--- config.mk ---
export PLATFORM = sky130hd
export DESIGN_NAME = bcwc_exec
export DESIGN_NICKNAME = d
export VERILOG_FILES = /design/src/shared/bcwc_pkg.sv /design/src/verilog/bcwc_exec.sv /design/src/verilog/bcwc_preclear_track.sv
export VERILOG_INCLUDE_DIRS = /design/src /design/src/shared
export SDC_FILE = /design/constraint.sdc
export NUM_CORES = 1
export LEC_CHECK = 0
export BUFFER_PORTS_ARGS = -buffer_cell sky130_fd_sc_hd__buf_2
export CORE_MARGIN = 2
export CORE_UTILIZATION = 36
export CTS_BUF_LIST = sky130_fd_sc_hd__clkbuf_4
export DETAILED_ROUTE_END_ITERATION = 12
export PLACE_DENSITY = 0.75
export SLEW_MARGIN = 20
export SYNTH_ARGS = -nofsm -noshare
export SYNTH_HDL_FRONTEND = slang
export SYNTH_SLANG_ARGS = --single-unit
--- constraint.sdc ---
create_clock -name clock_in -period 1.6 [get_ports clock_in]
set_input_delay 0.08 -clock clock_in [delete_from_list [all_inputs] [get_ports clock_in]]
set_output_delay 0.08 -clock clock_in [all_outputs]
set_load 0.01 [all_outputs]
--- src/shared/bcwc_consts.svh ---
`ifndef BCWC_CONSTS_SVH
`define BCWC_CONSTS_SVH

// data memory geometry
`define BCWC_DATA_W        8
`define BCWC_ADDR_W        8
`define BCWC_BITSEL_W      3

// reset values of the status flags and pulses
`define BCWC_RST_TIMEOUT   1'b0
`define BCWC_RST_POWERDOWN 1'b0
`define BCWC_RST_PULSE     1'b0
`define BCWC_RST_ADDR      8'h00
`define BCWC_RST_DATA      8'h00

// value a cleared bit takes
`define BCWC_CLEARED_BIT   1'b0

`endif

--- src/shared/bcwc_pkg.sv ---
`include "bcwc_consts.svh"

package bcwc_pkg;

  typedef logic [`BCWC_DATA_W-1:0]   bcwc_data_t;
  typedef logic [`BCWC_ADDR_W-1:0]   bcwc_addr_t;
  typedef logic [`BCWC_BITSEL_W-1:0] bcwc_bitsel_t;

  // operation handed over by the instruction decoder
  typedef enum logic [2:0]
  {
    BCWC_OP_OTHER   = 3'h0,
    BCWC_OP_BITCLR  = 3'h1,
    BCWC_OP_WDTCLR  = 3'h2,
    BCWC_OP_PRE1    = 3'h3,
    BCWC_OP_PRE2    = 3'h4
  } bcwc_op_e;

  // which pre-clear instruction ran last, gray coded along none->first->second
  typedef enum logic [1:0]
  {
    BCWC_PRE_NONE   = 2'h0,
    BCWC_PRE_FIRST  = 2'h1,
    BCWC_PRE_SECOND = 2'h3
  } bcwc_pre_e;

endpackage

--- src/verilog/bcwc_exec.sv ---
// Contract
// - a bit clear forces the selected bit of the addressed byte to 0, keeps the rest, touches no flag.
// - the plain watchdog clear restarts the watchdog and zeroes whichever of the time-out and power-down flags has no set request in the same cycle.
// - the first pre-clear acts on watchdog and both flags when it is the first pre-clear since reset or alternates with the second.
// - a repeated first pre-clear with no second in between only raises the done pulse.
// - the second pre-clear acts when it is the first pre-clear since reset or alternates with the first; repeating it only raises the done pulse.
`timescale 1ns/1ps

module bcwc_exec
(
  // clock and reset
  input  wire logic                  clock_in,
  input  wire logic                  rst_in,
  // instruction from the decoder
  input  wire logic                  instr_valid_in,
  input  bcwc_pkg::bcwc_op_e         instr_op_in,
  input  wire bcwc_pkg::bcwc_addr_t  instr_addr_in,
  input  wire bcwc_pkg::bcwc_bitsel_t instr_bitsel_in,
  // data memory read port, same cycle as the instruction
  input  wire bcwc_pkg::bcwc_data_t  mem_rdata_in,
  // flag set requests from watchdog and sleep logic
  input  wire logic                  timeout_set_in,
  input  wire logic                  powerdown_set_in,
  // data memory write port
  output logic                       mem_wr_out,
  output bcwc_pkg::bcwc_addr_t       mem_waddr_out,
  output bcwc_pkg::bcwc_data_t       mem_wdata_out,
  // watchdog and status
  output logic                       watchdog_counter_clr_out,
  output logic                       timeout_flag_out,
  output logic                       powerdown_flag_out,
  output bcwc_pkg::bcwc_pre_e        preclear_last_out,
  output logic                       instr_done_out
);

  import bcwc_pkg::*;

  ////////////////////////////////////////////////////////////////////////////
  // helpers

  // one-hot mask of the selected bit
  function automatic bcwc_data_t bit_mask(input bcwc_bitsel_t sel);
    bcwc_data_t m;
    m = '0;
    m[sel] = 1'b1;
    return m;
  endfunction

  // true when a valid instruction carries the given operation
  function automatic logic is_op(input logic vld, input bcwc_op_e op, input bcwc_op_e want);
    return vld && (op == want);
  endfunction

  ////////////////////////////////////////////////////////////////////////////
  // decode

  logic       bit_clear_instr;
  logic       watchdog_clear_instr;
  logic       preclear_first_instr;
  logic       preclear_second_instr;
  logic       pre_fire;
  logic       flag_clear;
  bcwc_pre_e  pre_last;
  bcwc_data_t cleared_byte;

  assign bit_clear_instr       = is_op(instr_valid_in, instr_op_in, BCWC_OP_BITCLR);
  assign watchdog_clear_instr  = is_op(instr_valid_in, instr_op_in, BCWC_OP_WDTCLR);
  assign preclear_first_instr  = is_op(instr_valid_in, instr_op_in, BCWC_OP_PRE1);
  assign preclear_second_instr = is_op(instr_valid_in, instr_op_in, BCWC_OP_PRE2);

  ////////////////////////////////////////////////////////////////////////////
  // pre-clear alternation

  bcwc_preclear_track i_bcwc_preclear_track
  (
    .clock_in   (clock_in),
    .rst_in     (rst_in),
    .pre1_go_in (preclear_first_instr),
    .pre2_go_in (preclear_second_instr),
    .fire_out   (pre_fire),
    .last_out   (pre_last)
  );

  // plain clear acts at once, pre-clears on alternation or as the first pre-clear since reset
  assign flag_clear = watchdog_clear_instr
                    | pre_fire;

  ////////////////////////////////////////////////////////////////////////////
  // bit clear datapath
  // read-modify-write in one cycle; the write lands one edge later, so a
  // read of the same byte in the very next cycle must be forwarded upstream

  always_comb
  begin
    cleared_byte = mem_rdata_in;
    cleared_byte[instr_bitsel_in] = `BCWC_CLEARED_BIT;
  end

  always_ff @(posedge clock_in or posedge rst_in)
  begin
    if (rst_in)
      mem_wr_out <= `BCWC_RST_PULSE;
    else
      mem_wr_out <= bit_clear_instr;
  end

  always_ff @(posedge clock_in or posedge rst_in)
  begin
    if (rst_in)
    begin
      mem_waddr_out <= `BCWC_RST_ADDR;
      mem_wdata_out <= `BCWC_RST_DATA;
    end
    else if (bit_clear_instr)
    begin
      mem_waddr_out <= instr_addr_in;
      // other bits keep the value read
      mem_wdata_out <= cleared_byte & ~bit_mask(instr_bitsel_in);
    end
  end

  ////////////////////////////////////////////////////////////////////////////
  // watchdog restart pulse

  always_ff @(posedge clock_in or posedge rst_in)
  begin
    if (rst_in)
      watchdog_counter_clr_out <= `BCWC_RST_PULSE;
    else
      watchdog_counter_clr_out <= flag_clear;
  end

  ////////////////////////////////////////////////////////////////////////////
  // status flags
  // a set from the watchdog or sleep logic beats a clear in the same cycle,
  // so a time-out is never lost to a racing clear instruction.
  // bit clear never reaches these flops

  always_ff @(posedge clock_in or posedge rst_in)
  begin
    if (rst_in)
      timeout_flag_out <= `BCWC_RST_TIMEOUT;
    else if (timeout_set_in)
      timeout_flag_out <= 1'b1;
    else if (flag_clear)
      timeout_flag_out <= 1'b0;
  end

  always_ff @(posedge clock_in or posedge rst_in)
  begin
    if (rst_in)
      powerdown_flag_out <= `BCWC_RST_POWERDOWN;
    else if (powerdown_set_in)
      powerdown_flag_out <= 1'b1;
    else if (flag_clear)
      powerdown_flag_out <= 1'b0;
  end

  ////////////////////////////////////////////////////////////////////////////
  // visibility of the alternation record and completion

  always_ff @(posedge clock_in or posedge rst_in)
  begin
    if (rst_in)
      preclear_last_out <= BCWC_PRE_NONE;
    else
      preclear_last_out <= pre_last;
  end

  // ignored pre-clears still complete; only their effect is dropped
  always_ff @(posedge clock_in or posedge rst_in)
  begin
    if (rst_in)
      instr_done_out <= `BCWC_RST_PULSE;
    else
      instr_done_out <= bit_clear_instr | watchdog_clear_instr
                      | preclear_first_instr | preclear_second_instr;
  end

endmodule // bcwc_exec

--- src/verilog/bcwc_preclear_track.sv ---
`timescale 1ns/1ps

module bcwc_preclear_track
(
  // clock and reset
  input  wire logic              clock_in,
  input  wire logic              rst_in,
  // executed pre-clear instructions
  input  wire logic              pre1_go_in,
  input  wire logic              pre2_go_in,
  // result
  output logic                   fire_out,
  output bcwc_pkg::bcwc_pre_e    last_out
);

  import bcwc_pkg::*;

  bcwc_pre_e last_r;
  bcwc_pre_e last_nxt;

  ////////////////////////////////////////////////////////////////////////////
  // alternation check: a pre-clear only counts when it differs from the last
  always_comb
  begin
    fire_out = 1'b0;
    last_nxt = last_r;
    case (last_r)
      BCWC_PRE_NONE:
      begin
        // after reset either half may come first
        if (pre1_go_in)
        begin
          fire_out = 1'b1;
          last_nxt = BCWC_PRE_FIRST;
        end
        else if (pre2_go_in)
        begin
          fire_out = 1'b1;
          last_nxt = BCWC_PRE_SECOND;
        end
      end
      BCWC_PRE_FIRST:
      begin
        // repeated first half is ignored
        if (pre2_go_in)
        begin
          fire_out = 1'b1;
          last_nxt = BCWC_PRE_SECOND;
        end
      end
      BCWC_PRE_SECOND:
      begin
        // repeated second half is ignored
        if (pre1_go_in)
        begin
          fire_out = 1'b1;
          last_nxt = BCWC_PRE_FIRST;
        end
      end
      default:
      begin
        fire_out = 1'b0;
        last_nxt = BCWC_PRE_NONE;
      end
    endcase
  end

  ////////////////////////////////////////////////////////////////////////////
  // record of the last pre-clear half
  always_ff @(posedge clock_in or posedge rst_in)
  begin
    if (rst_in)
      last_r <= BCWC_PRE_NONE;
    else
      last_r <= last_nxt;
  end

  assign last_out = last_r;

endmodule // bcwc_preclear_track

==> results.json <==
{
  "outcome": "complete, but fails checks",
  "violations": "DRC",
  "coreArea_mm2": 0.00281,
  "yosysSeqAreaShare_pct": 57.8,
  "grt_pass1_wl_um": 4170,
  "synth_top_area_share_pct": 57.8,
  "finClkSkew_ns": 0.00134,
  "synth_top_cell_by_area": "dfrtp_1",
  "worstHoldPathType": "in2reg",
  "drive_gt1_share_pct": 34.3,
  "drtIter0Drc": 63,
  "critPathCaptureType": "flop",
  "syn_area_per_cell_um2": 10.0,
  "layout_min_cycle_time_ns": 1.39,
  "setup_slack_ns": 0.208,
  "p_leak_nw": 0.803,
  "pin_count": 50,
  "cts_tree": "built",
  "gp_congestion": 0.855,
  "hold_viol": 0,
  "grt_max_degree": 26,
  "drc": 6,
  "synth_seq_cells": 25,
  "floorplan.initialDensity_pct": 38.6,
  "hpwl_um": 1940,
  "ys_types": 27,
  "antennaDiodeCount": 0,
  "path_clk_slew_ns": 0.13,
  "area_delta_synth_final_pct": 36.5,
  "grt_remaining_overflow": 0,
  "clk-insertion-delay-late_ns": 0.30,
  "cpLargestDelayFamily": "simple AND/OR/NAND/NOR gates",
  "synth_nets": 135,
  "die_width_um": 58.8,
  "netlist_area_mm2": 0.00108,
  "setup_viol": 0,
  "grtUsageTotal_pct": 15.7,
  "layout.nets": 197,
  "max_stage_delay_ns": 0.58,
  "finalSetupTns_ns": 0,
  "pre_cts_slack_ns": 0.211,
  "via_per_inst": 4.98,
  "clock_sinks": 25,
  "die_area_mm2": 0.00346,
  "crit_arrival_ns": 1.58,
  "antenna_found_initial": 0,
  "wire_per_inst_um": 13.1,
  "numCtsBuffers": 3,
  "min_period_over_period_pct": 87.0,
  "cp_num_buf_inv": 0,
  "cap_violations": 0,
  "fmax_mhz": 718,
  "maxSlewViolCount": 0,
  "worst_slew_pin_slew_ns": 0.429,
  "worst-setup-path-type": "reg2reg",
  "p_per_area_mw_per_mm2": 1020,
  "critPathRequiredTime_ns": 1.79,
  "htreeDepth": 1,
  "vias": 995,
  "postCtsResizedCells": 0,
  "cp_cell_sequence": "or4b_4 > o31ai_4 > a311oi_1",
  "yosys-top-cells-area": "dfrtp_1, nand2_1, o311ai_0",
  "grt_pass1_vias": 990,
  "post-place-cells": 187,
  "cts_buffer_depth": 2,
  "netlist_instances": 108,
  "fillCellCount": 270,
  "final_cell_count_no_fill": 200,
  "clockRootBuffer": "clkbuf_4",
  "rsz0062_at_grt": "no",
  "portBuffers": 49,
  "vdd_drop_max_uv": 514,
  "start_kind": "flop",
  "ant_nets": 0,
  "wirelength_um": 2620,
  "relSlewSlack_pct": 71.0,
  "ys.warnings.count": 0,
  "first_pass_iters": 8,
  "crit_fanout": 6,
  "cp_slowest_cell": "or4b_4",
  "die_h_um": 58.8,
  "rows": 19
}
final cells by class:
| class | count | area [um^2] | share of cell area (%) |
|---|---|---|---|
| sequential | 25 | 626 | 42.3 |
| multi-input combinational | 72 | 405 | 27.4 |
| timing repair buffer | 60 | 350 | 23.7 |
| tap | 31 | 38.8 | 2.62 |
| inverter | 8 | 30.0 | 2.03 |
| clock buffer | 3 | 22.5 | 1.52 |
| clock inverter | 1 | 5.00 | 0.339 |
logic make-up (layout without fill, tap and decap cells):
| logic type | after synthesis | count (layout) | share of synthesized area [%] |
|---|---|---|---|
| AO/OA/AOI/OAI | 18 | 18 | 14.3 |
| XOR/XNOR | 1 | 1 | 0.809 |
| buffers and inverters | 11 | 72 | 4.74 |
| flip-flops | 25 | 25 | 57.8 |
| AND/OR/NAND/NOR | 53 | 53 | 22.3 |
cell usage in the layout, fill, tap and decap left out, types with 2 or more instances in the layout:
cell	count
buf_4	2
dfrtp_1	25
inv_1	7
dlygate4sd3_1	9
clkbuf_4	3
nor4b_1	2
nor2_1	4
a311oi_1	2
buf_2	49
nand2b_1	2
nand2_1	40
o311ai_0	6
through the flow:
| step | hold slack (ns) | power (W) | utilization [%] | instance area (um^2) |
|---|---|---|---|---|
| final | 0.0151 | 0.00151 | 52.7 | 1480 |
| after global routing | 0.000338 | 0.00162 | 52.7 | 1480 |
| after CTS | 0.00326 | 0.00153 | 52.7 | 1480 |
| after detailed placement | 0.148 | 0.00124 | 48.5 | 1360 |
| after global placement | 0.139 | 0.00122 | 48.5 | 1360 |
| after floorplan | 0.107 | 0.00104 | - | 1080 |
final timing paths:
| kind | start | endpoint | slack, ns | depth (start not counted) |
|---|---|---|---|---|
| worst max-delay path | i_bcwc_preclear_track.last_out[1] | powerdown_flag_out | 0.21 | 3 |
| worst min-delay path | instr_op_in[1] | i_bcwc_preclear_track.last_out[1] | 0.02 | 2 |
| worst max register to register | i_bcwc_preclear_track.last_out[1] | powerdown_flag_out | 0.21 | 3 |
| worst min register to register | mem_wdata_out[6] | mem_wdata_out[6] | 0.48 | 2 |
| max in group asynchronous | rst_in | preclear_last_out[1] | 1.03 | 4 |
| min in group asynchronous | rst_in | mem_waddr_out[5] | 0.34 | 4 |
synth_stat cells (all sizes together):
| cell type | instances |
|---|---|
| and3b | 1 |
| nand2b | 2 |
| and2 | 1 |
| buf | 3 |
| o31ai | 2 |
| xnor2 | 1 |
| inv | 8 |
| nand2 | 40 |
| a21boi | 1 |
| o21a | 1 |
| o31a | 1 |
| and3 | 1 |
| o21bai | 1 |
| nand4bb | 1 |
| o311ai | 7 |
| dfrtp | 25 |
| nor2 | 4 |
| o21ai | 1 |
| a311oi | 2 |
| a21oi | 1 |
| o22ai | 1 |
| nor4b | 2 |
| or4b | 1 |
per-layer routing:
layer,vias up,GRT usage (%),share of wire (%)
met5,-,0,0
met4,0,6.17,0.92
met3,4,3.96,8.5
met2,44,27.5,49
met1,461,18.4,42
li1,486,-,-
state kept, by name (all words and copies together), names as in the netlist:
| signal | cells |
|---|---|
| mem_waddr_out | 8 |
| mem_wdata_out | 8 |
| i_bcwc_preclear_track.last_out | 2 |
| preclear_last_out | 2 |
| instr_done_out | 1 |
| mem_wr_out | 1 |
| powerdown_flag_out | 1 |
| timeout_flag_out | 1 |
| watchdog_counter_clr_out | 1 |
timing repair:
action	CTS	global route
hold buffers	9	0
endpoints found under the hold margin	33	0
buffers inserted	0	0
power by group:
group | total [W] | internal (W) | switching (W)
Combinational | 0.000405 | 0.000187 | 0.000218
Clock | 0.000269 | 0.0000932 | 0.000175
Sequential | 0.000835 | 0.000752 | 0.0000831
Total | 0.00151 | 0.00103 | 0.000476
Note: power is estimated with default switching activity, not from simulation.
